### config.mk
export PLATFORM = sky130hd
export DESIGN_NAME = exvms_top
export DESIGN_NICKNAME = d
export VERILOG_FILES = /design/src/include/exvms_pkg.sv /design/src/verilog/exvms_state_mem.sv /design/src/verilog/exvms_top.sv
export VERILOG_INCLUDE_DIRS = /design/src /design/src/include
export SDC_FILE = /design/constraint.sdc
export NUM_CORES = 2
export LEC_CHECK = 0
export BUFFER_PORTS_ARGS = -buffer_cell sky130_fd_sc_hd__buf_2
export CORE_MARGIN = 2
export CORE_UTILIZATION = 55
export DETAILED_ROUTE_END_ITERATION = 7
export GPL_ROUTABILITY_DRIVEN = 0
export GPL_TIMING_DRIVEN = 0
export PLACE_DENSITY_LB_ADDON = 0.12
export SYNTH_ARGS = -nofsm -noshare
export SYNTH_HDL_FRONTEND = slang
export SYNTH_SLANG_ARGS = --single-unit
### constraint.sdc
create_clock -name pclk -period 4.55 [get_ports pclk]
set_clock_uncertainty 0.1 [all_clocks]
set_input_delay 0.6825 -clock pclk [delete_from_list [all_inputs] [get_ports pclk]]
set_output_delay 0.6825 -clock pclk [all_outputs]
set_load 0.01 [all_outputs]
### src/include/exvms_params.svh
// constants for the exception vector and mode stack block
`ifndef EXVMS_PARAMS_SVH
`define EXVMS_PARAMS_SVH

`define EXVMS_STATE_WORDS   6'h23
`define EXVMS_STATE_LAST    6'h22
`define EXVMS_CTX_WORDS     6'h03

`define EXVMS_IDX_STATUS    6'h02
`define EXVMS_IDX_PC        6'h03
`define EXVMS_IDX_T9        6'h1c
`define EXVMS_IDX_SP        6'h20

`define EXVMS_ADDR_CMD        12'h000
`define EXVMS_ADDR_STATUS     12'h004
`define EXVMS_ADDR_PC         12'h008
`define EXVMS_ADDR_EPC        12'h00c
`define EXVMS_ADDR_CPU_RUN    12'h010
`define EXVMS_ADDR_IRQ_STAT   12'h014
`define EXVMS_ADDR_IRQ_MASK   12'h018
`define EXVMS_ADDR_STAGE_IDX  12'h01c
`define EXVMS_ADDR_STAGE_DATA 12'h020
`define EXVMS_ADDR_VIEW_IDX   12'h024
`define EXVMS_ADDR_VIEW_DATA  12'h028

`define EXVMS_CMD_EXC       0
`define EXVMS_CMD_REFILL    1
`define EXVMS_CMD_RFE       2
`define EXVMS_CMD_FULL      3
`define EXVMS_CMD_CTX       4
`define EXVMS_CMD_BUSY      5

`define EXVMS_ST_IEC        0
`define EXVMS_ST_KUC        1
`define EXVMS_ST_IEP        2
`define EXVMS_ST_KUP        3
`define EXVMS_ST_IEO        4
`define EXVMS_ST_KUO        5
`define EXVMS_ST_BEV        22

`define EXVMS_IRQ_EXC       0
`define EXVMS_IRQ_LOAD      1

`define EXVMS_RESET_PC      32'h1fc0_0000
`define EXVMS_RESET_STATUS  32'h1040_0000
`define EXVMS_RESET_CPU_RUN 16'h0001
`define EXVMS_VEC_REFILL    32'h0000_0000
`define EXVMS_VEC_EXC       32'h0000_0080
`define EXVMS_VEC_BREFILL   32'h1fc0_0100
`define EXVMS_VEC_BEXC      32'h1fc0_0180

`endif

### src/include/exvms_pkg.sv
// types for the exception vector and mode stack block
package exvms_pkg;

    typedef enum logic [1:0] {
        EXVMS_IDLE,
        EXVMS_LOAD,
        EXVMS_JUMP
    } exvms_fsm_t;

    typedef struct packed {
        logic        we;
        logic [5:0]  addr;
        logic [31:0] data;
    } exvms_memwr_t;

    typedef struct packed {
        exvms_fsm_t   fsm;
        logic         full;
        logic [5:0]   step;
        logic         rd_vld;
        logic [5:0]   rd_idx;
        logic         wr_vld;
        logic [5:0]   wr_idx;
        logic [31:0]  new_pc;
        logic [31:0]  new_status;
        logic [31:0]  pc;
        logic [31:0]  status;
        logic [31:0]  epc;
        logic [15:0]  cpu_run;
        logic [1:0]   irq_stat;
        logic [1:0]   irq_mask;
        logic [5:0]   stage_idx;
        logic [5:0]   view_idx;
        logic         pready;
        logic         pslverr;
        logic [31:0]  prdata;
        logic         irq;
        logic         busy;
        exvms_memwr_t arch_wr;
        exvms_memwr_t stage_wr;
    } exvms_regs_t;

endpackage

### src/verilog/exvms_state_mem.sv
// 35-word processor state store with registered read data
`timescale 1ns/1ps
`include "exvms_params.svh"
module exvms_state_mem
    import exvms_pkg::*;
(
    input  wire logic         pclk,
    input  wire logic         presetn,
    input  wire exvms_memwr_t wr,
    input  wire logic [5:0]   raddr,
    output logic [31:0]       rdata_ff
);
    logic [31:0] mem_ff [0:34];

    // cleared at reset so every register outside pc and status starts at zero
    always_ff @(posedge pclk or negedge presetn) begin
        if (!presetn) begin
            for (int i = 0; i < 35; i++) begin
                mem_ff[i] <= 32'h0000_0000;
            end
            rdata_ff <= 32'h0000_0000;
        end else begin
            if (wr.we && wr.addr <= `EXVMS_STATE_LAST) begin
                mem_ff[wr.addr] <= wr.data;
            end
            rdata_ff <= (raddr <= `EXVMS_STATE_LAST) ? mem_ff[raddr] : 32'h0000_0000;
        end
    end
endmodule

### src/verilog/exvms_top.sv
// exception entry, vector select, mode stack and state load sequencer
//
// Overview of operation
// - A return from exception pops the stack so previous mode and enable become current.
// - The pop leaves the oldest mode and enable bits unchanged.
// - After reset only processor 0 runs and others wait for an explicit start.
// - Reset loads the program counter with the bootstrap entry address.
// - Reset loads the status register with its documented boot value.
// - Reset clears every other general and control register except the run enables to zero.
// - With the bootstrap vector bit clear a refill event vectors to the low refill address.
// - With the bootstrap vector bit clear other exceptions vector to the low general address.
// - With the bootstrap vector bit set events vector to the two bootstrap addresses.
// - Full load replaces all 35 state words; context load only pc, t9, sp and status.
// - Loads write word by word with ints disabled, then jump and pop in one step.
`timescale 1ns/1ps
`include "exvms_params.svh"
module exvms_top
    import exvms_pkg::*;
(
    input  wire logic        pclk,
    input  wire logic        presetn,
    input  wire logic        psel,
    input  wire logic        penable,
    input  wire logic        pwrite,
    input  wire logic [11:0] paddr,
    input  wire logic [31:0] pwdata,
    output logic             pready,
    output logic [31:0]      prdata,
    output logic             pslverr,
    output logic             irq,
    output logic [31:0]      pc,
    output logic [31:0]      status,
    output logic [15:0]      cpu_run,
    output logic             busy
);
    exvms_regs_t r_ff;
    exvms_regs_t nxt_r;
    logic [31:0] stage_rdata;
    logic [31:0] view_rdata;

    function automatic logic addr_ok(input logic [11:0] a);
        unique case (a)
            `EXVMS_ADDR_CMD, `EXVMS_ADDR_STATUS, `EXVMS_ADDR_PC,
            `EXVMS_ADDR_EPC, `EXVMS_ADDR_CPU_RUN, `EXVMS_ADDR_IRQ_STAT,
            `EXVMS_ADDR_IRQ_MASK, `EXVMS_ADDR_STAGE_IDX,
            `EXVMS_ADDR_STAGE_DATA, `EXVMS_ADDR_VIEW_IDX,
            `EXVMS_ADDR_VIEW_DATA: addr_ok = 1'b1;
            default: addr_ok = 1'b0;
        endcase
    endfunction

    // oldest level is left as it stands
    function automatic logic [31:0] stack_pop(input logic [31:0] s);
        logic [31:0] v;
        v = s;
        v[`EXVMS_ST_KUC] = s[`EXVMS_ST_KUP];
        v[`EXVMS_ST_IEC] = s[`EXVMS_ST_IEP];
        v[`EXVMS_ST_KUP] = s[`EXVMS_ST_KUO];
        v[`EXVMS_ST_IEP] = s[`EXVMS_ST_IEO];
        v[`EXVMS_ST_KUO] = s[`EXVMS_ST_KUO];
        v[`EXVMS_ST_IEO] = s[`EXVMS_ST_IEO];
        return v;
    endfunction

    function automatic logic [31:0] stack_push(input logic [31:0] s);
        logic [31:0] v;
        v = s;
        v[`EXVMS_ST_KUO] = s[`EXVMS_ST_KUP];
        v[`EXVMS_ST_IEO] = s[`EXVMS_ST_IEP];
        v[`EXVMS_ST_KUP] = s[`EXVMS_ST_KUC];
        v[`EXVMS_ST_IEP] = s[`EXVMS_ST_IEC];
        v[`EXVMS_ST_KUC] = 1'b0;
        v[`EXVMS_ST_IEC] = 1'b0;
        return v;
    endfunction

    function automatic logic [31:0] vector_of(input logic bootstrap_vector_select, input logic refill);
        if (bootstrap_vector_select) begin
            vector_of = refill ? `EXVMS_VEC_BREFILL : `EXVMS_VEC_BEXC;
        end else if (refill) begin
            vector_of = `EXVMS_VEC_REFILL;
        end else begin
            vector_of = `EXVMS_VEC_EXC;
        end
    endfunction

    // a context load visits only the three context words
    function automatic logic [5:0] load_idx(input logic full, input logic [5:0] step);
        if (full) begin
            load_idx = step;
        end else begin
            unique case (step[1:0])
                2'h0:    load_idx = `EXVMS_IDX_SP;
                2'h1:    load_idx = `EXVMS_IDX_PC;
                default: load_idx = `EXVMS_IDX_STATUS;
            endcase
        end
    endfunction

    exvms_state_mem u_stage (
        .pclk     (pclk),
        .presetn  (presetn),
        .wr       (r_ff.stage_wr),
        .raddr    (r_ff.rd_idx),
        .rdata_ff (stage_rdata)
    );

    exvms_state_mem u_arch (
        .pclk     (pclk),
        .presetn  (presetn),
        .wr       (r_ff.arch_wr),
        .raddr    (r_ff.view_idx),
        .rdata_ff (view_rdata)
    );

    always_comb begin
        logic        acc;
        logic        wr_go;
        logic        idle;
        logic [1:0]  clr;
        logic [1:0]  set;
        logic [5:0]  cnt;
        logic [31:0] rd;
        acc   = psel && penable;
        wr_go = acc && r_ff.pready && pwrite && !r_ff.pslverr;
        idle  = (r_ff.fsm == EXVMS_IDLE);
        clr   = 2'h0;
        set   = 2'h0;
        cnt   = r_ff.full ? `EXVMS_STATE_WORDS : `EXVMS_CTX_WORDS;
        rd    = 32'h0000_0000;
        nxt_r = r_ff;
        nxt_r.pready      = 1'b0;
        nxt_r.pslverr     = 1'b0;
        nxt_r.arch_wr.we  = 1'b0;
        nxt_r.stage_wr.we = 1'b0;
        nxt_r.rd_vld      = 1'b0;
        nxt_r.wr_vld      = r_ff.rd_vld;
        nxt_r.wr_idx      = r_ff.rd_idx;

        unique case (paddr)
            `EXVMS_ADDR_CMD:        rd[`EXVMS_CMD_BUSY] = r_ff.busy;
            `EXVMS_ADDR_STATUS:     rd = r_ff.status;
            `EXVMS_ADDR_PC:         rd = r_ff.pc;
            `EXVMS_ADDR_EPC:        rd = r_ff.epc;
            `EXVMS_ADDR_CPU_RUN:    rd[15:0] = r_ff.cpu_run;
            `EXVMS_ADDR_IRQ_STAT:   rd[1:0] = r_ff.irq_stat;
            `EXVMS_ADDR_IRQ_MASK:   rd[1:0] = r_ff.irq_mask;
            `EXVMS_ADDR_STAGE_IDX:  rd[5:0] = r_ff.stage_idx;
            `EXVMS_ADDR_VIEW_IDX:   rd[5:0] = r_ff.view_idx;
            `EXVMS_ADDR_VIEW_DATA:  rd = view_rdata;
            default:                rd = 32'h0000_0000;
        endcase

        // one wait state: the answer is built in the first access cycle
        if (acc && !r_ff.pready) begin
            nxt_r.pready  = 1'b1;
            nxt_r.pslverr = !addr_ok(paddr);
            nxt_r.prdata  = rd;
        end

        if (wr_go) begin
            unique case (paddr)
                `EXVMS_ADDR_CMD: begin
                    // commands are ignored while a load is running so it stays atomic
                    if (idle && pwdata[`EXVMS_CMD_EXC]) begin
                        nxt_r.epc    = r_ff.pc;
                        nxt_r.pc     = vector_of(r_ff.status[`EXVMS_ST_BEV],
                                                 pwdata[`EXVMS_CMD_REFILL]);
                        nxt_r.status = stack_push(r_ff.status);
                        set[`EXVMS_IRQ_EXC] = 1'b1;
                    end else if (idle && pwdata[`EXVMS_CMD_RFE]) begin
                        nxt_r.status = stack_pop(r_ff.status);
                    end else if (idle && (pwdata[`EXVMS_CMD_FULL] ||
                                          pwdata[`EXVMS_CMD_CTX])) begin
                        nxt_r.fsm  = EXVMS_LOAD;
                        nxt_r.full = pwdata[`EXVMS_CMD_FULL];
                        nxt_r.step = 6'h00;
                        nxt_r.busy = 1'b1;
                        nxt_r.new_pc     = r_ff.pc;
                        nxt_r.new_status = r_ff.status;
                        nxt_r.status[`EXVMS_ST_IEC] = 1'b0;
                    end
                end
                `EXVMS_ADDR_STATUS: begin
                    if (idle) begin
                        nxt_r.status = pwdata;
                    end
                end
                `EXVMS_ADDR_CPU_RUN: begin
                    // start only; a running processor is not stopped here
                    nxt_r.cpu_run = r_ff.cpu_run | pwdata[15:0];
                end
                `EXVMS_ADDR_IRQ_STAT: begin
                    clr = pwdata[1:0];
                end
                `EXVMS_ADDR_IRQ_MASK: begin
                    nxt_r.irq_mask = pwdata[1:0];
                end
                `EXVMS_ADDR_STAGE_IDX: begin
                    nxt_r.stage_idx = pwdata[5:0];
                end
                `EXVMS_ADDR_STAGE_DATA: begin
                    // software puts the wanted mode and enable in the previous slots
                    nxt_r.stage_wr.we   = 1'b1;
                    nxt_r.stage_wr.addr = r_ff.stage_idx;
                    nxt_r.stage_wr.data = pwdata;
                    nxt_r.stage_idx = (r_ff.stage_idx >= `EXVMS_STATE_LAST) ?
                                      6'h00 : r_ff.stage_idx + 6'h01;
                end
                `EXVMS_ADDR_VIEW_IDX: begin
                    nxt_r.view_idx = pwdata[5:0];
                end
                default: begin
                end
            endcase
        end

        unique case (r_ff.fsm)
            EXVMS_IDLE: begin
            end
            EXVMS_LOAD: begin
                // word by word copy, read latency of one cycle is pipelined
                if (r_ff.step < cnt) begin
                    nxt_r.rd_idx = load_idx(r_ff.full, r_ff.step);
                    nxt_r.rd_vld = 1'b1;
                    nxt_r.step   = r_ff.step + 6'h01;
                end
                if (r_ff.wr_vld) begin
                    if (r_ff.full) begin
                        nxt_r.arch_wr.we   = 1'b1;
                        nxt_r.arch_wr.addr = r_ff.wr_idx;
                        nxt_r.arch_wr.data = stage_rdata;
                    end else if (r_ff.wr_idx == `EXVMS_IDX_SP) begin
                        nxt_r.arch_wr.we   = 1'b1;
                        nxt_r.arch_wr.addr = `EXVMS_IDX_SP;
                        nxt_r.arch_wr.data = stage_rdata;
                    end else if (r_ff.wr_idx == `EXVMS_IDX_PC) begin
                        // the jump register mirrors the new pc
                        nxt_r.arch_wr.we   = 1'b1;
                        nxt_r.arch_wr.addr = `EXVMS_IDX_T9;
                        nxt_r.arch_wr.data = stage_rdata;
                    end
                    if (r_ff.wr_idx == `EXVMS_IDX_PC) begin
                        nxt_r.new_pc = stage_rdata;
                    end
                    if (r_ff.wr_idx == `EXVMS_IDX_STATUS) begin
                        nxt_r.new_status = stage_rdata;
                    end
                end
                if (r_ff.step == cnt && !r_ff.rd_vld && !r_ff.wr_vld) begin
                    nxt_r.fsm = EXVMS_JUMP;
                end
            end
            EXVMS_JUMP: begin
                // jump and pop land together, as in a delay slot
                nxt_r.pc     = r_ff.new_pc;
                nxt_r.status = stack_pop(r_ff.new_status);
                nxt_r.fsm    = EXVMS_IDLE;
                nxt_r.busy   = 1'b0;
                set[`EXVMS_IRQ_LOAD] = 1'b1;
            end
        endcase

        // a set in the same cycle as its clear wins
        nxt_r.irq_stat = (r_ff.irq_stat & ~clr) | set;
        nxt_r.irq      = |(nxt_r.irq_stat & nxt_r.irq_mask);
    end

    always_ff @(posedge pclk or negedge presetn) begin
        if (!presetn) begin
            r_ff            <= '0;
            r_ff.fsm        <= EXVMS_IDLE;
            r_ff.pc         <= `EXVMS_RESET_PC;
            r_ff.status     <= `EXVMS_RESET_STATUS;
            r_ff.cpu_run    <= `EXVMS_RESET_CPU_RUN;
        end else begin
            r_ff <= nxt_r;
        end
    end

    assign pready  = r_ff.pready;
    assign prdata  = r_ff.prdata;
    assign pslverr = r_ff.pslverr;
    assign irq     = r_ff.irq;
    assign pc      = r_ff.pc;
    assign status  = r_ff.status;
    assign cpu_run = r_ff.cpu_run;
    assign busy    = r_ff.busy;
endmodule

Word level (Yosys, flattened, before mapping) --
Cells that the tools add are included.
Storage, ports and cells: bits in registers 2633, bits of input ports 49, output and inout bits 116, logic and storage cells 281
Cells by class: add/sub/neg operators 2, magnitude comparators 12, eq/ne operators 24, mux-type cells 81, bitwise gates (word level) 11, reductions and logical operators 48
Operator list (number):
- $bwmux 1120 | 2
- $mux 32 | 15
- $bmux 32 s6 | 2
- $demux 32 s6 | 2
- $mux 64 | 6
- $mux 39 | 7
- $mux 176 | 1
- $mux 96 | 1
- $pmux 16 s4 | 1
- $pmux 32 s2 | 1
- $pmux 10 s5 | 1
- $eq 12x5->1 const B | 4
- $mux 9 | 5
- $eq 12x6->1 const B | 3
- $mux 34 | 1
- $mux 6 | 5
- $ge 7x7->1 const B | 4
- $not 6->7 | 4
- $mux 13 | 2
- $eq 12x4->1 const B | 2
- $le 6x6->1 const B | 4
- $pmux 6 s2 | 2
- $pmux 3 s7 | 1
- $pmux 2 s9 | 1
- other kinds (41) | 101

Logic depth before layout (Yosys ltp) --
depth after elaboration 10, mapped depth 10, depth with buffers taken out 7

By module --
Synthesis repeated with hierarchy kept, for this count alone.
Unflattened totals: cell total of the unflattened synthesis 8703, area, all modules 120405.5 um^2
Modules (own cells, without submodules):
- exvms_state_mem at u_arch | instances 1, cells each 3575, area an instance 52477.8 um^2, seq. area each 28827.6 um^2
- exvms_state_mem at u_stage | instances 1, cells each 3575, area an instance 52459.1 um^2, seq. area each 28827.6 um^2
- exvms_top | instances 1, cells each 1553, area an instance 15468.6 um^2, seq. area each 8195.4 um^2

Worst setup path before layout --
Ideal clock, no wire load.
path type input to register, from input port paddr[9], to register r_ff[275] in the netlist's numbering, library setup time 0.137 ns, arrival time 2.894 ns, slack 1.419 ns, cell stages on the path 8, buffers on the path 3, cells stage by stage or4_1 buf_2 or4_4 or4_1 buf_6 buf_6 mux2i_1 a21oi_1
RTL lines:
- start: declaration | RTL line exvms_top.sv:25 | input wire logic [11:0] paddr,
- end signal: assignment | RTL line exvms_top.sv:277 | r_ff <= nxt_r;
- end: declaration | RTL line exvms_top.sv:36 | exvms_regs_t r_ff;

Worst setup path after layout --
from register r_ff, in the netlist nxt_r[307], to register u_stage.rdata_ff[14]
Between the ends: word-level cells in the longest chain between the ends 5, elaborated cells on any way between the ends 6, classes of those cells order compare (1); mux (4); bitwise (1)
RTL lines:
- $not 6->7 (not written as such) | RTL line exvms_state_mem.sv:26 | rdata_ff <= (raddr <= `EXVMS_STATE_LAST) ? mem_ff[raddr] : 32'h0000_0000;
- $bmux 32 s6 | RTL line exvms_state_mem.sv:26
- $mux 32 (not written as such) (2 in series) | RTL line exvms_state_mem.sv:26
- $mux 32 (*) | RTL line exvms_state_mem.sv:26
- end signal: assignment | RTL line exvms_state_mem.sv:26
- end: declaration | RTL line exvms_state_mem.sv:11 | output logic [31:0] rdata_ff
Mark *: on every way between the ends. The rest lies on a longest branch, timed or not. The select of a mux whose other input is x is not followed. A chain may end at the register's enable or synchronous reset.

==> flow_summary.ini <==
[worst_setup_path]
critical_path.max_fanout = 19
setup.worst_path.end_class = flip-flop
count_of_buffering_cells_on_the_critical_path_with_inverters_included = 4
worstSetupStartpointType = flip-flop
worst_path_largest_cell_delay_ns = 0.76
crit_slowest_cell = clkdlybuf4s15_2
cp_data_arrival_time_ns = 5.37
cp_cell_sequence = buf_2, buf_2, clkdlybuf4s15_2, clkbuf_4, mux2i_1, o21ai_0, nor2_1, o22ai_1
crit_path_frequent_cell = buf_2
path_class = reg2reg
worst_path_dominant_cell_family = buffers and inverters
required_time_of_the_worst_setup_path_ns = 5.19

[power]
power.total_uw = 47640
power.density_nw_per_um2 = 358.5
ir_drop_worst_vdd_mv = 0.4244
leakagePower_uw = 0.06331

[route]
drtIter0Drc = 8395
detail_route.first_pass.iterations = 7
route.detailed.wl_per_inst_um = 34.60
drt-vias-per-instance = 6.556
route.vias.total = 76570
remaining_drc_errors = 0
wl_um = 404100
route.antenna.remaining_nets = 0

[place]
dpl_cell_area_um2 = 123200
place_hpwl_um = 295000
port_buffers = 163

[logic_synthesis]
netlist_area_um2 = 118200
asyncSetResetFlopFracSynth = 1.000
synth_simple_gate_area_frac = 0.03209
post_synth_fa_ha_maj_area_fraction = 0.001059
seq_area_frac_synth = 0.5572
synth.distinct_cells = 66
synth.net_count = 8197
post_synthesis_register_bit_count = 2631
synth_compound_gate_area_share = 0.04135
synth.area.mux_share = 0.3362
synthXorXnorAreaFrac = 0.0002223
synthCells = 8138
yosys_warnings = 0
synth_enable_flop_cells = 0
synth_ff_type = dfrtp_1
synth_area_per_cell_um2 = 14.52
combinational_family_with_the_most_area_after_synthesis = multiplexers

[timing]
layout_min_cycle_time_ns = 4.728
timing.final.setup_violations = 8
unrepaired_setup_endpoints_after_global_routing = no
timing.final.crit_share = 1.039
worst-slew-pin-transition_ns = 1.551
slew_headroom = -0.03391
fmaxAchievable_ghz = 0.2115
final_hold_viol_count = 0
setup_ws_post_layout_ns = -0.1780
fin_tns_setup_ns = -0.7634
timing_max_transition_violations_final = 22

[finish]
drive_above_1_share = 0.4180
flow.area_growth_from_synthesis_pct = 12.45
final_util = 0.6204
fin_area_um2 = 132900
num-nets-final = 8696
most_frequent_cells_in_the_layout = dfrtp_1, mux2_2, clkbuf_1, mux4_2, nand2_1
most_common_library_cell_in_the_layout_ignoring_fill_and_taps = dfrtp_1

[clock_tree]
insertion_delay_ns = 0.93
clockRootBuffer = clkbuf_16
worst_setup_hold_path_clk_slew_ns = 0.06
cts.htree.levels = 5
tritoncts.num_buffers = 299
cts_tree = built
numClockSinks = 2631
clock_tree.buffer_depth = 4

[grt]
global_route.usage.total = 0.3719
initial_antenna_violation_count = 22
globalRouteMet2Util = 0.5721
grt.met3_usage = 0.08015
grt_overflow = 0
groute.layer.met1.usage = 0.4653
grt_first_pass_wirelength_um = 576800
grt_start_max_net_pins = 178
grt_pass1_vias = 78480
global_route.peak_usage_layer = met2

[floorplan]
design.portCount = 165
rows = 170
coreArea_um2 = 214200
die_height_um = 467.5
starting_density_of_the_core = 0.5517
die_w_um = 467.5
overall_die_area_um2 = 218600

[hold_path]
holdCritPathClass = in2reg

[run_status]
violated_checks = max-capacitance violations, max-slew violations, negative setup slack
outcome = complete, but fails checks

[run]
maxCapViolCount = 4
-- per-stage QoR --
step                instances  setup slack [ns]  hold slack (ns)
floorplan                8138             1.419           0.2487
global route            11670           0.01201          0.03751
global placement        11140            -54.65           0.2594
detailed placement      11160            -1.040           0.2723
finish                  11680           -0.1780          0.06579
CTS                     11670           0.01295         0.003462
-- routing by layer --
layer / routed length (µm) / up-vias
li1: - / 30780
met1: 150600 / 40880
met2: 185900 / 3630
met3: 31240 / 1265
met4: 36270 / 14
met5: 128 / -
-- final cells by class --
type	count	area, µm²
plain buffers	835	3790
diodes	11	27.53
fillers	16250	81310
clock buffers	424	8607
multi-input cells	4649	48680
well taps	2838	3551
repair buffers	201	1560
inverters	20	75.07
clock inverters	71	737.0
flip-flops and latches	2631	65850
-- synth_stat cells, types with 20 or more instances --
master	number	area share
a21o_1	22	0.0014
a21oi_1	152	0.0064
a221oi_1	46	0.0034
a22o_1	61	0.0045
a22oi_1	98	0.0062
a31oi_1	32	0.0017
a32oi_1	30	0.0022
and2_1	38	0.0020
and3_1	45	0.0024
buf_1	147	0.0047
buf_2	53	0.0022
buf_4	112	0.0071
clkbuf_1	518	0.016
dfrtp_1	2621	0.56
inv_1	20	0.00064
mux2_2	2329	0.22
mux2i_1	253	0.021
mux4_2	487	0.093
nand2_1	333	0.011
nand2b_1	32	0.0017
nand3_1	29	0.0012
nand4_1	21	0.0011
nor2_1	215	0.0068
nor3_1	24	0.0010
o211ai_1	21	0.0013
o21ai_0	161	0.0068
o21ai_1	29	0.0012
o22ai_1	38	0.0020
-- sequential cells by signal, indices dropped and copies added, names as in the netlist, 7 cells and up --
register	flops
status	32
u_stage.mem_ff	1120
prdata	32
u_arch.mem_ff	1120
u_stage.rdata_ff	32
u_arch.rdata_ff	32
cpu_run	16
r_ff	204
pc	32
nxt_r	7
-- power breakdown --
part | switching (µW) | total (µW) | leakage [µW] | internal [µW]
logic | 592 | 716 | 0.0225 | 123
registers | 12.8 | 23400 | 0.0362 | 23400
clock network | 9660 | 23500 | 0.00463 | 13800
-- final timing paths --
| check | startpoint | to | slack, ns | depth (start not counted) |
|---|---|---|---|---|
| hold / removal | pwdata[13] | cpu_run[13] | 0.07 | 2 |
| setup reg to reg | nxt_r[307] | u_stage.rdata_ff[14] | -0.18 | 8 |
| max in group asynchronous | presetn | u_stage.mem_ff[278] | 0.57 | 7 |
| hold reg to reg | nxt_r[312] | r_ff[312] | 0.29 | 0 |
| min in group asynchronous | presetn | u_arch.mem_ff[776] | 0.21 | 2 |
| setup / recovery | nxt_r[307] | u_stage.rdata_ff[14] | -0.18 | 8 |
-- cell families (layout without fill, tap and decap cells) --
logic type,after synthesis,after routing
AND/OR/NAND/NOR,822,822
AO/OA/AOI/OAI,745,745
XOR/XNOR,3,3
other,0,11
adder cells (fa/ha/maj),10,10
multiplexers,3069,3069
buffers and inverters,858,1551
flip-flops,2631,2631
-- repair_timing --
action                                 CTS  global route
cloned                                   0             1
gates resized for setup                 42            13
hold buffers                            13             0
endpoints found under the hold margin   82             0
pin swaps                                0             0
buffers inserted                         0             0
setup endpoints to repair               57           338
Note: power is estimated with default switching activity, not from simulation.
